--- src/logic/srp_pkg.sv ---
// constants and helpers of the serial receive path
// Behaviour
// - clock-out I/O mode: shift clock is baud/2
// - clock-in I/O mode: basic clock from chosen edges
// - UART oversample clock chosen from four sources
// - 4-bit counter, sixteen pulses per bit
// - sample pulses 7,8,9, majority decides bit
// - clock-out mode samples on driven rising edge
// - clock-in mode samples on selected clock edge
// - UART frame starts after valid start bit
// - frame to second buffer, full flag set
// - interrupt on buffer entry or FIFO level
// - one read port; read clears full flag
// - shift register accepts frames while unread
// - double buffer switchable only in clock-out mode
// - no buffers: clock stops per frame, read restarts
// - double buffer: stop when both full, read resumes
// - FIFO stall; auto-disable clears receive enable
// - unread second buffer: overrun, new frame dropped
// - full FIFO: second buffer overwritten, FIFO overrun, FIFO kept
// - parity or ninth data bit stored
// - wake-up filter: interrupt only if ninth bit 1; with FIFO on the level interrupt ignores the filter
// - 4-byte FIFO; software also enables double buffer
// - fill-level code 00 means four bytes
package srp_pkg;
  // =====================================================
  // oversample counter
  localparam logic [3:0] SRP_VOTE_FIRST = 4'h6;
  localparam logic [3:0] SRP_VOTE_MID = 4'h7;
  localparam logic [3:0] SRP_VOTE_LAST = 4'h8;
  localparam logic [3:0] SRP_BIT_END = 4'hf;
  localparam logic [3:0] SRP_START_CNT = 4'h1;
  // =====================================================
  // frame and FIFO shape
  localparam int SRP_FRAME_W = 9;
  localparam logic [3:0] SRP_IO_LAST_BIT = 4'h7;
  localparam logic [3:0] SRP_UART8_LAST_BIT = 4'h7;
  localparam logic [3:0] SRP_UART9_LAST_BIT = 4'h8;
  localparam int SRP_FIFO_DEPTH = 4;
  localparam int SRP_FIFO_AW = 2;
  localparam logic [2:0] SRP_FIFO_FULL_CNT = 3'h4;
  // =====================================================
  // clock source and mode codes
  localparam logic [1:0] SRP_SRC_BAUD = 2'h0;
  localparam logic [1:0] SRP_SRC_SYS_HALF = 2'h1;
  localparam logic [1:0] SRP_SRC_TIMER = 2'h2;
  localparam logic [1:0] SRP_SRC_PIN = 2'h3;
  localparam logic [1:0] SRP_DPX_HALF_RX = 2'h1;
  localparam logic [1:0] SRP_DPX_FULL = 2'h3;
  localparam logic [2:0] SRP_LEVEL_FOUR_CODE = 3'h0;

  typedef enum logic [1:0] {SRP_IDLE, SRP_START, SRP_DATA, SRP_STOP} srp_state_type;

  // fill level code to byte count
  function automatic logic [2:0] srp_level(input logic [2:0] code);
    if (code == SRP_LEVEL_FOUR_CODE || code > SRP_FIFO_FULL_CNT) begin
      srp_level = SRP_FIFO_FULL_CNT;
    end else begin
      srp_level = code;
    end
  endfunction

  // majority of three samples
  function automatic logic srp_vote(input logic a, input logic b, input logic c);
    srp_vote = (a & b) | (a & c) | (b & c);
  endfunction
endpackage

--- src/logic/srp_clk_if.sv ---
// carrier between the receive core and its clock generator
`timescale 1ns/100ps
interface srp_clk_if;
  logic io_mode;
  logic clock_direction_select;
  logic clock_edge_select;
  logic [1:0] uart_clock_source_select;
  logic baud_tick;
  logic timer_tick;
  logic sclk_sync;
  logic sclk_run;
  logic os_tick;
  logic io_tick;
  logic sclk_out;
  modport gen (
    input io_mode, clock_direction_select, clock_edge_select, uart_clock_source_select,
    input baud_tick, timer_tick, sclk_sync, sclk_run,
    output os_tick, io_tick, sclk_out
  );
  modport core (
    output io_mode, clock_direction_select, clock_edge_select, uart_clock_source_select,
    output baud_tick, timer_tick, sclk_sync, sclk_run,
    input os_tick, io_tick, sclk_out
  );
endinterface

--- src/logic/srp_clkgen.sv ---
// serial clock generation: oversample tick and I/O sample tick
`timescale 1ns/100ps
module srp_clkgen
  import srp_pkg::*;
(
  // clock and reset
  input wire logic ref_clk,
  input wire logic reset,
  // core side
  srp_clk_if.gen ck
);
  logic half_r;
  logic sclk_out_r;
  logic sclk_prev_r;
  logic pin_rise;
  logic pin_fall;

  assign pin_rise = ck.sclk_sync & ~sclk_prev_r;
  assign pin_fall = ~ck.sclk_sync & sclk_prev_r;

  always_ff @(posedge ref_clk or posedge reset) begin
    if (reset) begin
      half_r <= 1'b0;
      sclk_prev_r <= 1'b1;
    end else begin
      half_r <= ~half_r;
      sclk_prev_r <= ck.sclk_sync;
    end
  end

  // driven clock idles high; halves baud ticks while running
  always_ff @(posedge ref_clk or posedge reset) begin
    if (reset) begin
      sclk_out_r <= 1'b1;
    end else if (!ck.sclk_run) begin
      if (ck.baud_tick && !sclk_out_r) begin
        sclk_out_r <= 1'b1;
      end
    end else if (ck.baud_tick) begin
      sclk_out_r <= ~sclk_out_r;
    end
  end

  assign ck.sclk_out = sclk_out_r;

  always_comb begin
    ck.os_tick = 1'b0;
    ck.io_tick = 1'b0;
    if (ck.io_mode) begin
      if (!ck.clock_direction_select) begin
        ck.io_tick = ck.sclk_run & ck.baud_tick & ~sclk_out_r;
      end else begin
        ck.io_tick = ck.clock_edge_select ? pin_fall : pin_rise;
      end
    end else begin
      unique case (ck.uart_clock_source_select)
        SRP_SRC_BAUD: ck.os_tick = ck.baud_tick;
        SRP_SRC_SYS_HALF: ck.os_tick = half_r;
        SRP_SRC_TIMER: ck.os_tick = ck.timer_tick;
        SRP_SRC_PIN: ck.os_tick = pin_rise;
      endcase
    end
  end
endmodule

--- src/logic/srp_fifo.sv ---
// four-entry receive FIFO
`timescale 1ns/100ps
module srp_fifo
  import srp_pkg::*;
(
  // clock and reset
  input wire logic ref_clk,
  input wire logic reset,
  // control
  input wire logic clr,
  input wire logic push,
  input wire logic [SRP_FRAME_W-1:0] din,
  input wire logic pop,
  // state
  output logic [SRP_FRAME_W-1:0] dout,
  output logic [2:0] count,
  output logic full,
  output logic empty
);
  logic [SRP_FRAME_W-1:0] mem [SRP_FIFO_DEPTH];
  logic [SRP_FIFO_AW-1:0] wr_ptr_r;
  logic [SRP_FIFO_AW-1:0] rd_ptr_r;
  logic [2:0] count_r;
  logic do_push;
  logic do_pop;

  assign full = (count_r == SRP_FIFO_FULL_CNT);
  assign empty = (count_r == 3'h0);
  assign do_push = push & ~full;
  assign do_pop = pop & ~empty;
  assign dout = mem[rd_ptr_r];
  assign count = count_r;

  always_ff @(posedge ref_clk) begin
    if (do_push) begin
      mem[wr_ptr_r] <= din;
    end
  end

  always_ff @(posedge ref_clk or posedge reset) begin
    if (reset) begin
      wr_ptr_r <= '0;
      rd_ptr_r <= '0;
      count_r <= 3'h0;
    end else if (clr) begin
      wr_ptr_r <= '0;
      rd_ptr_r <= '0;
      count_r <= 3'h0;
    end else begin
      if (do_push) begin
        wr_ptr_r <= wr_ptr_r + 2'h1;
      end
      if (do_pop) begin
        rd_ptr_r <= rd_ptr_r + 2'h1;
      end
      if (do_push && !do_pop) begin
        count_r <= count_r + 3'h1;
      end else if (do_pop && !do_push) begin
        count_r <= count_r - 3'h1;
      end
    end
  end
endmodule

--- src/logic/srp_top.sv ---
// receive path of a UART / clocked I/O serial channel
`timescale 1ns/100ps
module srp_top
  import srp_pkg::*;
(
  // clock and reset
  input wire logic ref_clk,
  input wire logic reset,
  // serial pins
  input wire logic serial_receive_pin,
  input wire logic serial_clock_pin,
  output logic serial_clock_out,
  output logic serial_clock_oe,
  // clock sources, same domain
  input wire logic baud_tick,
  input wire logic timer_channel_four_tick,
  // mode configuration
  input wire logic io_mode,
  input wire logic clock_direction_select,
  input wire logic clock_edge_select,
  input wire logic [1:0] uart_clock_source_select,
  input wire logic nine_bit_mode,
  input wire logic parity_enable,
  input wire logic wakeup_filter_enable,
  input wire logic double_buffer_enable,
  input wire logic fifo_config_bit,
  input wire logic [1:0] duplex_mode_field,
  input wire logic [2:0] receive_fill_level,
  input wire logic receive_fifo_stop_select,
  input wire logic auto_disable_enable,
  // receive enable
  input wire logic receive_enable_write,
  input wire logic receive_enable_wdata,
  output logic receive_enable_bit,
  // cpu access
  input wire logic data_read,
  input wire logic control_read,
  input wire logic fifo_clear,
  output logic [7:0] data_buffer_port,
  // status
  output logic receive_full_flag,
  output logic overrun_error_flag,
  output logic fifo_overrun_flag,
  output logic ninth_receive_bit,
  output logic [2:0] fifo_level,
  output logic receive_interrupt
);
  // =====================================================
  // pin synchronisers
  logic rx_meta_r;
  logic rx_sync_r;
  logic sclk_meta_r;
  logic sclk_sync_r;

  always_ff @(posedge ref_clk or posedge reset) begin
    if (reset) begin
      rx_meta_r <= 1'b1;
      rx_sync_r <= 1'b1;
      sclk_meta_r <= 1'b1;
      sclk_sync_r <= 1'b1;
    end else begin
      rx_meta_r <= serial_receive_pin;
      rx_sync_r <= rx_meta_r;
      sclk_meta_r <= serial_clock_pin;
      sclk_sync_r <= sclk_meta_r;
    end
  end

  // =====================================================
  // mode decode
  logic clk_out_mode;
  logic fifo_on;
  logic dbl_on;
  logic [2:0] level_cnt;

  assign clk_out_mode = io_mode & ~clock_direction_select;
  assign fifo_on = fifo_config_bit &
                   (duplex_mode_field == SRP_DPX_HALF_RX || duplex_mode_field == SRP_DPX_FULL);
  assign dbl_on = clk_out_mode ? double_buffer_enable : 1'b1;
  assign level_cnt = srp_level(receive_fill_level);

  // =====================================================
  // clock generator
  srp_clk_if ck ();
  logic shift_hold_r;
  logic rx_en_r;

  assign ck.io_mode = io_mode;
  assign ck.clock_direction_select = clock_direction_select;
  assign ck.clock_edge_select = clock_edge_select;
  assign ck.uart_clock_source_select = uart_clock_source_select;
  assign ck.baud_tick = baud_tick;
  assign ck.timer_tick = timer_channel_four_tick;
  assign ck.sclk_sync = sclk_sync_r;
  assign ck.sclk_run = clk_out_mode & rx_en_r & ~shift_hold_r;

  srp_clkgen u_clkgen (
    .ref_clk(ref_clk),
    .reset(reset),
    .ck(ck.gen)
  );

  assign serial_clock_out = ck.sclk_out;
  assign serial_clock_oe = clk_out_mode;

  // =====================================================
  // receive sequencer
  srp_state_type state_r;
  logic [3:0] os_cnt_r;
  logic [3:0] bit_idx_r;
  logic [1:0] votes_r;
  logic [SRP_FRAME_W-1:0] shift_r;
  logic bit_val;
  logic [3:0] uart_last_bit;
  logic io_shift;
  logic frame_done;

  assign bit_val = srp_vote(votes_r[1], votes_r[0], rx_sync_r);
  assign uart_last_bit = (nine_bit_mode | parity_enable) ? SRP_UART9_LAST_BIT : SRP_UART8_LAST_BIT;
  assign io_shift = io_mode & rx_en_r & ck.io_tick & ~shift_hold_r;
  assign frame_done = io_mode ? (io_shift && bit_idx_r == SRP_IO_LAST_BIT)
                              : (ck.os_tick && state_r == SRP_STOP && os_cnt_r == SRP_VOTE_LAST);

  always_ff @(posedge ref_clk or posedge reset) begin
    if (reset) begin
      state_r <= SRP_IDLE;
      os_cnt_r <= 4'h0;
      bit_idx_r <= 4'h0;
      votes_r <= 2'h0;
      shift_r <= '0;
    end else if (io_mode) begin
      state_r <= SRP_IDLE;
      if (!rx_en_r) begin
        bit_idx_r <= 4'h0;
      end else if (io_shift) begin
        shift_r[bit_idx_r] <= rx_sync_r;
        if (bit_idx_r == SRP_IO_LAST_BIT) begin
          shift_r[SRP_FRAME_W-1] <= 1'b0;
          bit_idx_r <= 4'h0;
        end else begin
          bit_idx_r <= bit_idx_r + 4'h1;
        end
      end
    end else if (!rx_en_r) begin
      state_r <= SRP_IDLE;
    end else if (ck.os_tick) begin
      if (state_r == SRP_IDLE) begin
        if (!rx_sync_r) begin
          state_r <= SRP_START;
          os_cnt_r <= SRP_START_CNT;
          bit_idx_r <= 4'h0;
        end
      end else begin
        os_cnt_r <= os_cnt_r + 4'h1;
        if (os_cnt_r == SRP_VOTE_FIRST) begin
          votes_r[1] <= rx_sync_r;
        end
        if (os_cnt_r == SRP_VOTE_MID) begin
          votes_r[0] <= rx_sync_r;
        end
        if (os_cnt_r == SRP_VOTE_LAST) begin
          unique case (state_r)
            SRP_START: begin
              if (bit_val) begin
                state_r <= SRP_IDLE;
              end
            end
            SRP_DATA: begin
              shift_r[bit_idx_r] <= bit_val;
            end
            SRP_STOP: begin
              state_r <= SRP_IDLE;
            end
            SRP_IDLE: begin
            end
          endcase
        end
        if (os_cnt_r == SRP_BIT_END) begin
          if (state_r == SRP_START) begin
            state_r <= SRP_DATA;
            if (!(nine_bit_mode | parity_enable)) begin
              shift_r[SRP_FRAME_W-1] <= 1'b0;
            end
          end else if (state_r == SRP_DATA) begin
            if (bit_idx_r == uart_last_bit) begin
              state_r <= SRP_STOP;
            end else begin
              bit_idx_r <= bit_idx_r + 4'h1;
            end
          end
        end
      end
    end
  end

  // =====================================================
  // FIFO
  logic fifo_push;
  logic [SRP_FRAME_W-1:0] fifo_din;
  logic fifo_pop;
  logic [SRP_FRAME_W-1:0] fifo_dout;
  logic [2:0] fifo_count;
  logic fifo_full;
  logic fifo_empty;
  logic fifo_block;
  logic [SRP_FRAME_W-1:0] buf2_r;
  logic buf2_valid_r;

  assign fifo_block = (clk_out_mode && receive_fifo_stop_select) ? (fifo_count >= level_cnt) : fifo_full;
  assign fifo_pop = data_read & fifo_on;

  always_comb begin
    fifo_push = 1'b0;
    fifo_din = shift_r;
    if (fifo_on && !fifo_block) begin
      if (buf2_valid_r) begin
        fifo_push = 1'b1;
        fifo_din = buf2_r;
      end else if (frame_done) begin
        fifo_push = 1'b1;
      end
    end
  end

  srp_fifo u_fifo (
    .ref_clk(ref_clk),
    .reset(reset),
    .clr(fifo_clear),
    .push(fifo_push),
    .din(fifo_din),
    .pop(fifo_pop),
    .dout(fifo_dout),
    .count(fifo_count),
    .full(fifo_full),
    .empty(fifo_empty)
  );

  // =====================================================
  // second buffer and first-buffer hold
  logic buf2_load;
  logic [SRP_FRAME_W-1:0] buf2_src;
  logic overrun_set;
  logic fifo_ovr_set;
  logic hold_set;
  logic hold_release;
  logic buf2_free;

  always_comb begin
    buf2_load = 1'b0;
    buf2_src = shift_r;
    overrun_set = 1'b0;
    fifo_ovr_set = 1'b0;
    hold_set = 1'b0;
    hold_release = 1'b0;
    buf2_free = 1'b0;
    if (fifo_on) begin
      if (fifo_push && buf2_valid_r) begin
        buf2_free = 1'b1;
        if (frame_done || shift_hold_r) begin
          buf2_load = 1'b1;
          hold_release = shift_hold_r;
        end
      end else if (frame_done && fifo_block) begin
        if (!buf2_valid_r) begin
          buf2_load = 1'b1;
        end else if (clk_out_mode) begin
          hold_set = 1'b1;
        end else begin
          buf2_load = 1'b1;
          fifo_ovr_set = 1'b1;
        end
      end
    end else if (clk_out_mode && !dbl_on) begin
      hold_set = frame_done;
      hold_release = data_read;
    end else begin
      if (data_read) begin
        if (shift_hold_r) begin
          buf2_load = 1'b1;
          hold_release = 1'b1;
        end else begin
          buf2_free = 1'b1;
        end
      end
      if (frame_done) begin
        if (!buf2_valid_r || (data_read && !shift_hold_r)) begin
          buf2_load = 1'b1;
          buf2_free = 1'b0;
        end else if (clk_out_mode) begin
          hold_set = 1'b1;
        end else begin
          overrun_set = 1'b1;
        end
      end
    end
  end

  always_ff @(posedge ref_clk or posedge reset) begin
    if (reset) begin
      buf2_r <= '0;
      buf2_valid_r <= 1'b0;
    end else if (buf2_load) begin
      buf2_r <= buf2_src;
      buf2_valid_r <= 1'b1;
    end else if (buf2_free) begin
      buf2_valid_r <= 1'b0;
    end
  end

  always_ff @(posedge ref_clk or posedge reset) begin
    if (reset) begin
      shift_hold_r <= 1'b0;
    end else if (hold_set) begin
      shift_hold_r <= 1'b1;
    end else if (hold_release || !rx_en_r && !clk_out_mode) begin
      shift_hold_r <= 1'b0;
    end
  end

  // =====================================================
  // receive enable with auto-disable
  always_ff @(posedge ref_clk or posedge reset) begin
    if (reset) begin
      rx_en_r <= 1'b0;
    end else if (hold_set && fifo_on && auto_disable_enable) begin
      rx_en_r <= 1'b0;
    end else if (receive_enable_write) begin
      rx_en_r <= receive_enable_wdata;
    end
  end

  // =====================================================
  // flags
  logic ninth_r;
  logic ovr_r;
  logic fovr_r;
  logic full_r;

  always_ff @(posedge ref_clk or posedge reset) begin
    if (reset) begin
      ninth_r <= 1'b0;
    end else if (buf2_load && !fifo_on) begin
      ninth_r <= buf2_src[SRP_FRAME_W-1];
    end else if (fifo_on && (fifo_push || buf2_load)) begin
      ninth_r <= buf2_load ? buf2_src[SRP_FRAME_W-1] : fifo_din[SRP_FRAME_W-1];
    end else if (hold_set && !dbl_on) begin
      ninth_r <= shift_r[SRP_FRAME_W-1];
    end
  end

  // set wins over a clear by control read
  always_ff @(posedge ref_clk or posedge reset) begin
    if (reset) begin
      ovr_r <= 1'b0;
    end else if (overrun_set) begin
      ovr_r <= 1'b1;
    end else if (control_read) begin
      ovr_r <= 1'b0;
    end
  end

  always_ff @(posedge ref_clk or posedge reset) begin
    if (reset) begin
      fovr_r <= 1'b0;
    end else if (fifo_ovr_set) begin
      fovr_r <= 1'b1;
    end else if (fifo_clear) begin
      fovr_r <= 1'b0;
    end
  end

  // with FIFO on the flag is held clear and never set
  always_ff @(posedge ref_clk or posedge reset) begin
    if (reset) begin
      full_r <= 1'b0;
    end else if (fifo_on) begin
      full_r <= 1'b0;
    end else begin
      full_r <= buf2_load ? 1'b1 : (buf2_free ? 1'b0 : buf2_valid_r);
    end
  end

  // =====================================================
  // read data and interrupt
  logic [7:0] rd_data_r;
  logic int_r;
  logic wake_pass;

  always_ff @(posedge ref_clk or posedge reset) begin
    if (reset) begin
      rd_data_r <= 8'h00;
    end else if (fifo_on) begin
      rd_data_r <= fifo_dout[7:0];
    end else if (clk_out_mode && !dbl_on) begin
      rd_data_r <= shift_r[7:0];
    end else begin
      rd_data_r <= buf2_r[7:0];
    end
  end

  assign wake_pass = ~(nine_bit_mode & wakeup_filter_enable & ~io_mode) | buf2_src[SRP_FRAME_W-1];

  always_ff @(posedge ref_clk or posedge reset) begin
    if (reset) begin
      int_r <= 1'b0;
    end else if (fifo_on) begin
      int_r <= fifo_push && !fifo_full && (fifo_count + 3'h1 == level_cnt);
    end else if (clk_out_mode && !dbl_on) begin
      int_r <= hold_set;
    end else begin
      int_r <= buf2_load & wake_pass;
    end
  end

  assign receive_enable_bit = rx_en_r;
  assign data_buffer_port = rd_data_r;
  assign receive_full_flag = full_r;
  assign overrun_error_flag = ovr_r;
  assign fifo_overrun_flag = fovr_r;
  assign ninth_receive_bit = ninth_r;
  assign fifo_level = fifo_count;
  assign receive_interrupt = int_r;
endmodule

--- config.mk ---
export PLATFORM = sky130hd
export DESIGN_NAME = srp_top
export DESIGN_NICKNAME = d
export VERILOG_FILES = /design/src/logic/srp_pkg.sv /design/src/logic/srp_clk_if.sv /design/src/logic/srp_clkgen.sv /design/src/logic/srp_fifo.sv /design/src/logic/srp_top.sv
export SDC_FILE = /design/constraint.sdc
export NUM_CORES = 1
export LEC_CHECK = 0
export BUFFER_PORTS_ARGS = -buffer_cell sky130_fd_sc_hd__buf_2
export CAP_MARGIN = 20
export CORE_ASPECT_RATIO = 2
export CORE_MARGIN = 2
export CORE_UTILIZATION = 55
export CTS_CLUSTER_DIAMETER = 150
export DETAILED_ROUTE_END_ITERATION = 10
export PLACE_DENSITY = 0.75
export RECOVER_POWER = 25
export SYNTH_ARGS = -nofsm -noshare
export SYNTH_HDL_FRONTEND = slang
export SYNTH_HIERARCHICAL = 1
export SYNTH_SLANG_ARGS = --single-unit
--- constraint.sdc ---
create_clock -name ref_clk -period 8.6 [get_ports ref_clk]
set_clock_uncertainty 0.1 [all_clocks]
set_input_delay 1.29 -clock ref_clk [delete_from_list [all_inputs] [get_ports ref_clk]]
set_output_delay 1.29 -clock ref_clk [all_outputs]
set_load 0.05 [all_outputs]
==> summary.txt, run 1 <==
Status
  • Outcome: finished, violations left
  • Failing checks: capacitance limit, slew limit

Clock tree
  • Post-CTS resize count: 0
  • Post-CTS Setup Bufs: 0
  • Worst skew pair latency: 330 ps
  • Max H-tree Level: 3
  • TritonCTS clock tree: yes
  • CTS Root Cell: clkbuf_16
  • CTS max path bufs: 2
  • Inserted Clock Buffers: 9
  • Clock-pin slew on the worst setup and hold paths: 60 ps
  • Post-cts hold buffer count: 0
  • Clk sinks: 92

Die
  • # rows: 48
  • Initial core utilization: 0.566
  • Area of the die: 0.00965 sq mm
  • Die W: 70.5 microns
  • Core Footprint: 0.00859 sq mm
  • IO Pins: 47
  • Die height: 137 microns

Critical path
  • Type of destination of the critical path: flip-flop
  • Worst-path maximum fanout: 14
  • Critical Path, Cell by Cell: buf_2 -> nand2b_1 -> nor3b_1 -> nor4bb_1 -> a31oi_1 -> a21boi_1 -> nand2b_1 -> nor2_1 -> nand4_1 -> nand2_1 -> nor2_1 -> nor2b_1 -> and3_1 -> fa_1 -> nand3b_1 -> a311oi_1 -> o311a_1
  • Setup CP Type: in2reg
  • Critical Path AT: 5240 ps
  • Worst Setup Start Kind: primary input
  • Critical-path top delay cell: nor2b_1
  • Slowest stage delay, CP: 570 ps
  • Required time worst endpoint: 8770 ps

Layout
  • Syn-to-layout area delta: 11.0%
  • Antenna diode count: 0
  • Final Non-Filler Cells: 589
  • Fin area: 0.00539 sq mm
  • Share of cells above drive strength 1: 0.198
  • Nets: 529

Placement
  • Dpl hpwl: 7540 microns
  • Placed instance area: 0.00510 sq mm
  • Place WS: 3270 ps
  • Placed insts: 572
  • Port bufs: 45
  • GPL Wtd Cong: 0.874

Flow run
  • Maxcap violations: 1

Timing
  • Achievable frequency: 0.197 GHz
  • Final hold vios: 0
  • Actual transition at the worst max-transition pin: 2360 ps
  • Final Setup Violations: 0
  • Period utilization: 0.590
  • Final worst slack: 3530 ps
  • Final Max Tran Viols: 43
  • RSZ-0062 raised after global routing: false
  • Min cycle time layout: 5070 ps
  • Slew margin rel.: -0.570
  • Setup Total Neg Slack: 0 ps

Global routing
  • Largest net degree at the start of global routing: 51
  • Initial antenna violation count: 0
  • Total grt overflow: 0
  • Vias in the first global route: 3,395
  • First-pass GRT wire length: 16,300 microns
  • Gr usage total: 0.216

Drt
  • Routed wl met3: 261 microns
  • Top layer in use: met4
  • DR WL met2: 5720 microns
  • Final ANT Viol Nets: 0
  • Routed len/inst: 17.2 microns
  • Vias/cell: 5.93
  • Metal-1 WL: 3890 microns
  • Routed WL: 10,100 microns
  • DRC: 0
  • Via count: 3,491
  • DRT iter0 DRCs: 331
  • Router iterations before antenna repair: 5

Yosys
  • Avg Cell Area, Syn: 10.9 sq um
  • Cell Area, Synth: 0.00486 sq mm
  • Syn Nets: 492
  • Cells after Synth: 447
  • Syn. warnings: 6

Power
  • Peak supply drop: 0.120 mV
  • Power Density: 180 mW/mm^2
  • Total power: 969 uW
  • Leak Pwr: 2.32 nW

Worst hold path
  • Hold crit path type: reg2reg
area by class of cell:
type	count	area (sq um)
clock buffers	10	239
inverters	24	90.1
clock inverters	6	53.8
flip-flops and latches	92	2470
multi-input cells	311	2190
fillers	705	3190
repair buffers	46	228
well taps	100	125
metrics by stage:
| stage | hold WS, ps | util |
|---|---|---|
| 2_1_floorplan | 245 | - |
| 3_3_place_gp | 247 | 0.594 |
| 4_1_cts | 258 | 0.628 |
| 6_report | 263 | 0.628 |
| 3_5_place_dp | 247 | 0.594 |
| 5_1_grt | 268 | 0.628 |
worst max-delay path: cells and delay by family:
kind	cells	cell delay, ps
compound gates	4	750
fa+ha+maj	1	260
simple gates	11	2680
buf+inv	1	250
per-layer routing:
metal / GRT usage / vias to the layer above
li1: - / 1689
met1: 0.239 / 1700
met2: 0.400 / 79
met3: 0.0383 / 23
met4: 0.0887 / 0
met5: 0 / -
report_power, final:
| group | switching (mW) | internal (mW) | total, mW |
|---|---|---|---|
| sequential | 0.0205 | 0.468 | 0.489 |
| combinational | 0.0637 | 0.0368 | 0.100 |
| clock | 0.170 | 0.209 | 0.380 |
| total | 0.255 | 0.715 | 0.969 |
state kept, by name, summed over array words and instances, names as in the netlist, 2 cells and up:
register          flops
u_fifo/rd_ptr_r       2
u_fifo/count          3
buf2_src              9
u_fifo/mem           32
votes_r               2
os_cnt_r              4
u_fifo/wr_ptr_r       2
state_r               2
bit_idx_r             4
buf2_r                9
data_buffer_port      8
path summary, 6_finish.rpt:
path                                     from  slack, ps               to  cells past startpoint
max                                   io_mode       3530  u_fifo/count[2]                     17
min                               sclk_meta_r        260     ck.sclk_sync                      0
max reg2reg                receive_enable_bit       4290  u_fifo/count[2]                     15
min reg2reg                       sclk_meta_r        260     ck.sclk_sync                      0
max in group asynchronous               reset       5050      os_cnt_r[1]                      3
min in group asynchronous               reset        750  u_clkgen/half_r                      2
layout by cell type, fill, tap and decap left out, drive strengths merged, types with 3 or more instances in the layout:
cell type and count:
nand2 62, dfrtp 54, buf 44, o21ai 33, edfxtp 32, nor2 29, inv 27, mux2 20
ha 16, a21oi 15, nand3 12, mux2i 12, clkbuf 12, nor3 10, and3 9, mux4 9
nand2b 8, nor2b 8, dfstp 6, nand3b 5, a31oi 5, o31ai 5, xnor2 4, o21a 3
nor3b 3
No activity file was read; power rests on OpenSTA's default activity.
==> run 2, diff against run 1 <==
--- a/config.mk
+++ b/config.mk
@@ -5,14 +5,15 @@
 export SDC_FILE = /design/constraint.sdc
 export NUM_CORES = 1
 export LEC_CHECK = 0
+export ABC_AREA = 1
 export BUFFER_PORTS_ARGS = -buffer_cell sky130_fd_sc_hd__buf_2
 export CAP_MARGIN = 20
 export CORE_ASPECT_RATIO = 2
 export CORE_MARGIN = 2
-export CORE_UTILIZATION = 55
+export CORE_UTILIZATION = 54
 export CTS_CLUSTER_DIAMETER = 150
 export DETAILED_ROUTE_END_ITERATION = 10
-export PLACE_DENSITY = 0.75
+export PLACE_DENSITY = 0.76
 export RECOVER_POWER = 25
 export SYNTH_ARGS = -nofsm -noshare
 export SYNTH_HDL_FRONTEND = slang
==> constraint.sdc (replaced) <==
create_clock -name ref_clk -period 4.5 [get_ports ref_clk]
set_clock_uncertainty 0.1 [all_clocks]
set_input_delay 0.675 -clock ref_clk [delete_from_list [all_inputs] [get_ports ref_clk]]
set_output_delay 0.675 -clock ref_clk [all_outputs]
set_load 0.05 [all_outputs]
==> run 2 against run 1 <==
The run still ends with capacitance limit, slew limit left; worst hold slack worse by 150 ps; count of clock-buffer cells in the layout is 1 lower; combinational power is 150% higher; non-clock buffer count is 6 higher; clock power is 89% higher; routed wire length is 6.8% higher; worst setup slack worse by 2400 ps; synthesized cell count is 28% higher; sequential power is 95% higher; first-iteration DRC count is 44% lower; critical endpoint unchanged.
==> summary.txt, run 2 <==
Timing
  • Setup Total Neg Slack: 0 ps (unchanged)
  • Final worst slack: 1110 ps (-2410 ps)
  • Final Setup Violations: 0 (unchanged)
  • Min cycle time layout: 3390 ps
  • Actual transition at the worst max-transition pin: 2290 ps (-62.7 ps)
  • Period utilization: 0.753
  • Slew margin rel.: -0.528 (+0.0418)
  • Achievable frequency: 0.295 GHz
  • Final Max Tran Viols: 42 (-2.3%)
  • RSZ-0062 raised after global routing: false
  • Final hold vios: 0 (unchanged)
  • WHS: 115 ps (-148 ps)

Die
  • # rows: 49 (+2.1%)
  • Core Footprint: 0.00895 sq mm (+4.2%)
  • Die height: 139 microns (+1.5%)
  • Area of the die: 0.00994 sq mm (+2.9%)
  • Initial core utilization: 0.550 (-0.0164)
  • IO Pins: 47 (unchanged)
  • Die W: 71.5 microns (+1.4%)

Layout
  • Antenna diode count: 0 (unchanged)
  • Max reg flops: 32 (unchanged)
  • Final core occ: 0.620 (-0.00855)
  • Share of cells above drive strength 1: 0.170 (-0.0280)
  • Fin area: 0.00555 sq mm (+2.8%)
  • Nets: 668 (+26%)
  • Most frequent cells in the layout: 99 x nand2_1, 85 x inv_1, 67 x nor2_1, 54 x dfrtp_1, 49 x o21ai_0
  • Final Non-Filler Cells: 730 (+24%)
  • Top reg by flops: u_fifo/mem
  • Syn-to-layout area delta: 12.7%
  • Most common cell after layout, fill and taps aside: nand2_1

Yosys
  • Cell Area, Synth: 0.00492 sq mm (+1.2%)
  • Syn Nets: 615 (+25%)
  • Syn. warnings: 6 (unchanged)
  • Cells after Synth: 570 (+28%)
  • Avg Cell Area, Syn: 8.63 sq um (-21%)

Drt
  • Vias/cell: 5.40 (-8.9%)
  • DRT iter0 DRCs: 186 (-44%)
  • Routed WL: 10,800 microns (+6.8%)
  • DRC: 0 (unchanged)
  • Routed len/inst: 14.8 microns (-14%)
  • Via count: 3,940 (+13%)
  • Final ANT Viol Nets: 0 (unchanged)
  • Router iterations before antenna repair: 4 (-1)

Critical path
  • Critical Path AT: 3520 ps (-1720 ps)
  • R2R depth: 24 (+9)
  • Worst Setup Start Kind: primary input
  • Type of destination of the critical path: flip-flop
  • Setup CP Type: in2reg
  • Worst-path maximum fanout: 5 (-9)
  • Reg2reg end: u_fifo/count[2]
  • Required time worst endpoint: 4630 ps (-4140 ps)
  • Flop-to-flop setup slack: 1270 ps (-3020 ps)
  • R2r startpoint: receive_enable_bit

Power
  • Combinational share of power: 0.128 (+0.024)
  • Peak supply drop: 0.236 mV (+96%)
  • Power Density: 346 mW/mm^2 (+93%)
  • Seq pwr share: 0.498 (-0.007)
  • Total power: 1.92 mW (+98%)
  • Power Internal: 1.37 mW (+92%)
  • Clock power share: 0.374 (-0.018)
  • Leak Pwr: 2.65 nW (+14%)
  • Sw frac: 0.284 (+0.0210)
  • Sw power: 544 uW (+110%)

Status
  • Failing checks: capacitance limit, slew limit
  • Outcome: finished, violations left

Clock tree
  • Post-cts hold buffer count: 0 (unchanged)
  • CTS Root Cell: clkbuf_16
  • Worst skew pair latency: 340 ps (about the same)
  • Post-CTS resize count: 0 (unchanged)
  • Inserted Clock Buffers: 9 (unchanged)
  • TritonCTS clock tree: yes
  • CTS max path bufs: 2 (unchanged)
  • Max H-tree Level: 3 (unchanged)
  • Clock-pin slew on the worst setup and hold paths: 70 ps (about the same)
  • Post-CTS Setup Bufs: 0 (unchanged)
  • Clk sinks: 92 (unchanged)

Placement
  • Placed insts: 713 (+25%)
  • Place WS: 780 ps (-2490 ps)
  • Port bufs: 45 (unchanged)
  • Dpl hpwl: 8270 microns (+9.7%)
  • GPL Wtd Cong: 0.893 (+2.2%)
  • Placed instance area: 0.00526 sq mm (+3.1%)

Flow run
  • Maxcap violations: 1 (unchanged)

Global routing
  • Gr usage total: 0.232 (+0.0159)
  • Total grt overflow: 0 (unchanged)
  • Vias in the first global route: 4,024 (+19%)
  • Initial antenna violation count: 0 (unchanged)
  • Largest net degree at the start of global routing: 51 (unchanged)
  • First-pass GRT wire length: 18,200 microns (+12%)

Worst hold path
  • Hold crit path type: in2async
## run 2: routing by layer
layer | global-route usage | wire length (microns) | up-vias
met1 | 0.240 | 4010 | 1870
met2 | 0.435 | 6130 | 69
met3 | 0.0356 | 279 | 28
met4 | 0.112 | 375 | 0
met5 | 0 | 0 | -
li1 | - | - | 1973
## run 2: how the worst max path moves through the flow
stage / end / start
5_1_grt: u_fifo/count[2] / receive_fill_level[0]
6_report: u_fifo/count[2] / receive_fill_level[0]
3_5_place_dp: u_fifo/count[2] / receive_fill_level[0]
2_1_floorplan: u_fifo/count[1] / receive_fill_level[0]
4_1_cts: u_fifo/count[2] / receive_fill_level[0]
3_3_place_gp: u_fifo/count[2] / receive_fill_level[0]
## run 2: cell type report
type,count,area [sq um]
Timing Repair Buffer,52,273
Tap cell,102,128
Inverter,92,345
Multi-Input combinational cell,376,2050
Sequential cell,92,2470
Fill cell,787,3410
Clock inverter,7,58.8
Clock buffer,9,225
## run 2: worst max-delay path, stage by stage
cell and delay [ps]:
buf_2 110, or2_2 280, ha_1 290, inv_1 60, nand2_1 80, ha_1 280
nand2_1 60, inv_1 30, nand2_1 60, nand3_1 90, nand2_2 90, nand2_1 70
nor2_1 110, buf_4 150, inv_1 50, a21oi_2 220, nand2_4 100, inv_1 80
fa_1 170, xnor2_1 130, inv_1 60, nand2_1 70, nand2_1 60, nand3_1 70
nand2_1 50
## run 2: power by group through the flow
stage,registers [mW],clock network (mW),logic [mW]
after CTS,0.954,0.729,0.247
final,0.955,0.718,0.245
after floorplan,1.00,0,0.141
after global routing,0.959,0.765,0.276
after global placement,0.968,0,0.236
after detailed placement,0.970,0,0.245
==> run 3, diff against run 2 <==
--- a/config.mk
+++ b/config.mk
@@ -5,7 +5,7 @@
 export SDC_FILE = /design/constraint.sdc
 export NUM_CORES = 1
 export LEC_CHECK = 0
-export ABC_AREA = 1
+export ABC_AREA = 0
 export BUFFER_PORTS_ARGS = -buffer_cell sky130_fd_sc_hd__buf_2
 export CAP_MARGIN = 20
 export CORE_ASPECT_RATIO = 2
@@ -13,7 +13,7 @@
 export CORE_UTILIZATION = 54
 export CTS_CLUSTER_DIAMETER = 150
 export DETAILED_ROUTE_END_ITERATION = 10
-export PLACE_DENSITY = 0.76
+export PLACE_DENSITY = 0.77
 export RECOVER_POWER = 25
 export SYNTH_ARGS = -nofsm -noshare
 export SYNTH_HDL_FRONTEND = slang
==> constraint.sdc (replaced) <==
create_clock -name ref_clk -period 3 [get_ports ref_clk]
set_clock_uncertainty 0.1 [all_clocks]
set_input_delay 0.45 -clock ref_clk [delete_from_list [all_inputs] [get_ports ref_clk]]
set_output_delay 0.45 -clock ref_clk [all_outputs]
set_load 0.05 [all_outputs]
==> run 3 against run 2 <==
The flow finishes with violations (setup timing); cell count shrank 13%; non-clock buffer count grew 37; sequential power grew 47%; first-iteration DRC count grew 53%; critical path type is now reg2reg.
==> summary.txt, run 3 (synthesized netlist as in run 1, its figures left out) <==
Power
  • Clock power share: 0.388 (+0.014)
  • Peak supply drop: 0.371 mV (+57%)
  • Combinational share of power: 0.116 (-0.012)
  • Leak Pwr: 2.51 nW (-5.3%)
  • Power Internal: 2.06 mW (+50%)
  • Sw power: 768 uW (+41%)
  • Power Density: 479 mW/mm^2 (+38%)
  • Seq pwr share: 0.496 (-0.002)
  • Sw frac: 0.272 (-0.0117)

Clock tree
  • CTS Root Cell: clkbuf_16
  • Clock-pin slew on the worst setup and hold paths: 70 ps (about the same)
  • Max H-tree Level: 3 (unchanged)
  • Worst skew pair latency: 350 ps (about the same)
  • Inserted Clock Buffers: 9 (unchanged)
  • CTS max path bufs: 2 (unchanged)
  • Clk sinks: 92 (unchanged)
  • TritonCTS clock tree: yes

Flow run
  • Maxcap violations: 0 (-1)

Drt
  • Final ANT Viol Nets: 0 (unchanged)
  • Routed len/inst: 16.8 microns (+13%)
  • Routed WL: 10,600 microns (-1.6%)
  • Via count: 3,693 (-6.3%)
  • DRC: 0 (unchanged)
  • DRT iter0 DRCs: 285 (+53%)
  • Router iterations before antenna repair: 4 (unchanged)
  • Vias/cell: 5.82 (+7.9%)

Timing
  • Actual transition at the worst max-transition pin: 896 ps (-1400 ps)
  • WHS: 103 ps (-12.1 ps)
  • Setup Total Neg Slack: -37.4 ps (-37.4 ps)
  • Slew margin rel.: 0.403 (+0.931)
  • Min cycle time layout: 3040 ps
  • Final worst slack: -37.4 ps (-1150 ps)
  • RSZ-0062 raised after global routing: true
  • Final Max Tran Viols: 0 (-100%)
  • Final Setup Violations: 1 (+1)
  • Achievable frequency: 0.329 GHz
  • Final hold vios: 0 (unchanged)
  • Period utilization: 1.01

Global routing
  • First-pass GRT wire length: 17,700 microns (-2.5%)
  • Initial antenna violation count: 0 (unchanged)
  • Total grt overflow: 0 (unchanged)
  • Gr usage total: 0.229 (-0.00258)
  • Largest net degree at the start of global routing: 38 (-25%)
  • Vias in the first global route: 3,735 (-7.2%)

Status
  • Outcome: finished, violations left
  • Failing checks: setup timing

Critical path
  • Slowest stage delay, CP: 530 ps (+240 ps)
  • CP bufs+invs: 0 (-7)
  • Worst Setup Start Kind: flip-flop
  • Type of destination of the critical path: flip-flop
  • Setup CP Type: reg2reg
  • Required time worst endpoint: 3180 ps (-1450 ps)
  • Worst-path maximum fanout: 4 (-1)
  • Critical-path top delay cell: dfstp_2
  • Critical Path AT: 3220 ps (-300 ps)
  • Crit path max-delay family: simple AND/OR/NAND/NOR gates
  • Critical Path, Cell by Cell: nor2b_2 -> mux4_2 -> nor2b_4 -> nand3_2 -> nor2_4 -> nand2_2 -> nand2_2 -> nor2_4 -> nor2b_4 -> and3_4 -> fa_2 -> a21bo_2 -> a311oi_2 -> o311a_1

Layout
  • Share of cells above drive strength 1: 0.282 (+0.112)
  • Top reg by flops: u_fifo/mem
  • Max reg flops: 32 (unchanged)
  • Most common cell after layout, fill and taps aside: nand2_1
  • Fillers: 667 (-15%)
  • Register area: 0.00247 sq mm (+0.10%)
  • Syn-to-layout area delta: 21.3%
  • Most frequent cells in the layout: 60 x nand2_1, 52 x dfrtp_1, 35 x buf_4, 32 x edfxtp_1, 31 x buf_2
  • Nets: 572 (-14%)
  • Antenna diode count: 0 (unchanged)
  • Area of the multi-input gates: 0.00231 sq mm (+13%)

Die
  • # rows: 49 (unchanged)
  • Area of the die: 0.00982 sq mm (-1.1%)
  • Core Footprint: 0.00889 sq mm (-0.68%)
  • Die W: 71.1 microns (-0.56%)
  • Initial core utilization: 0.547 (-0.00282)
  • Die height: 138 microns (-0.58%)
  • IO Pins: 47 (unchanged)

Placement
  • GPL Wtd Cong: 0.861 (-3.7%)
  • Port bufs: 45 (unchanged)
  • Dpl hpwl: 7980 microns (-3.5%)

Worst hold path
  • Hold crit path type: in2reg
[run 3: cell types whose count changed in the layout (fill, tap and decap cells not counted), sizes merged, moves of 20 or more]
cell,delta
nand2,-52
nand3,-24
mux2,+20
buf,+22
inv,-69
nor2,-45
[run 3: worst paths after layout]
kind	from	end	slack [ps]	depth (start not counted)
worst max-delay path	u_clkgen/sclk_prev_r	u_fifo/count[2]	-40	14
worst min-delay path	serial_clock_pin	sclk_meta_r	100	1
worst max register to register	u_clkgen/sclk_prev_r	u_fifo/count[2]	-40	14
worst min register to register	sclk_meta_r	ck.sclk_sync	260	0
max in group asynchronous	reset	os_cnt_r[3]	850	4
min in group asynchronous	reset	u_clkgen/half_r	450	3
[run 3: routing by layer]
layer | up-vias | wire length [microns] | global-route usage
li1 | 1765 | - | -
met1 | 1825 | 3970 | 0.251
met2 | 75 | 6080 | 0.420
met3 | 28 | 296 | 0.0459
met4 | 0 | 286 | 0.0924
met5 | - | 0 | 0
[run 3: cell type report]
type / instances / area share
flip-flops and latches: 92 / 0.419
multi-input cells: 311 / 0.392
repair buffers: 89 / 0.102
clock buffers: 9 / 0.0382
well taps: 102 / 0.0217
inverters: 24 / 0.0153
clock inverters: 7 / 0.0117
[run 3: power groups by stage]
stage | clock (mW) | sequential (mW) | combinational, mW
after detailed placement | 0 | 1.42 | 0.326
after global placement | 0 | 1.42 | 0.313
after global routing | 1.16 | 1.41 | 0.364
after floorplan | 0 | 1.44 | 0.197
final | 1.10 | 1.40 | 0.329
after CTS | 1.12 | 1.40 | 0.331
[run 3: per-stage QoR]
stage                     cell area [sq um]  instances  setup slack [ps]   util  power (mW)
after floorplan                        4960        447              -234      -        1.64
after global placement                 5530        614              -257  0.622        1.73
after detailed placement               5530        614              -321  0.622        1.75
after CTS                              5870        633             -48.1  0.660        2.85
after global routing                   5890        634              -112  0.663        2.94
final                                  5890        634             -37.4  0.663        2.82
[run 3: worst reg2reg max path, delay by kind of cell, from the launching register on]
family / cells / cell delay, ps
multiplexers: 1 / 480
AO/OA/AOI/OAI: 3 / 660
adder cells (fa/ha/maj): 1 / 390
flip-flops: 1 / 530
AND/OR/NAND/NOR: 9 / 820
[run 3: repair_timing]
item	in CTS	in global routing
endpoints found under the hold margin	18	0
endpoints found under the setup margin	1	4
pin swaps	7	12
buffers inserted	2	2
cloned	0	0
hold buffers	1	0
resized for setup	5	7
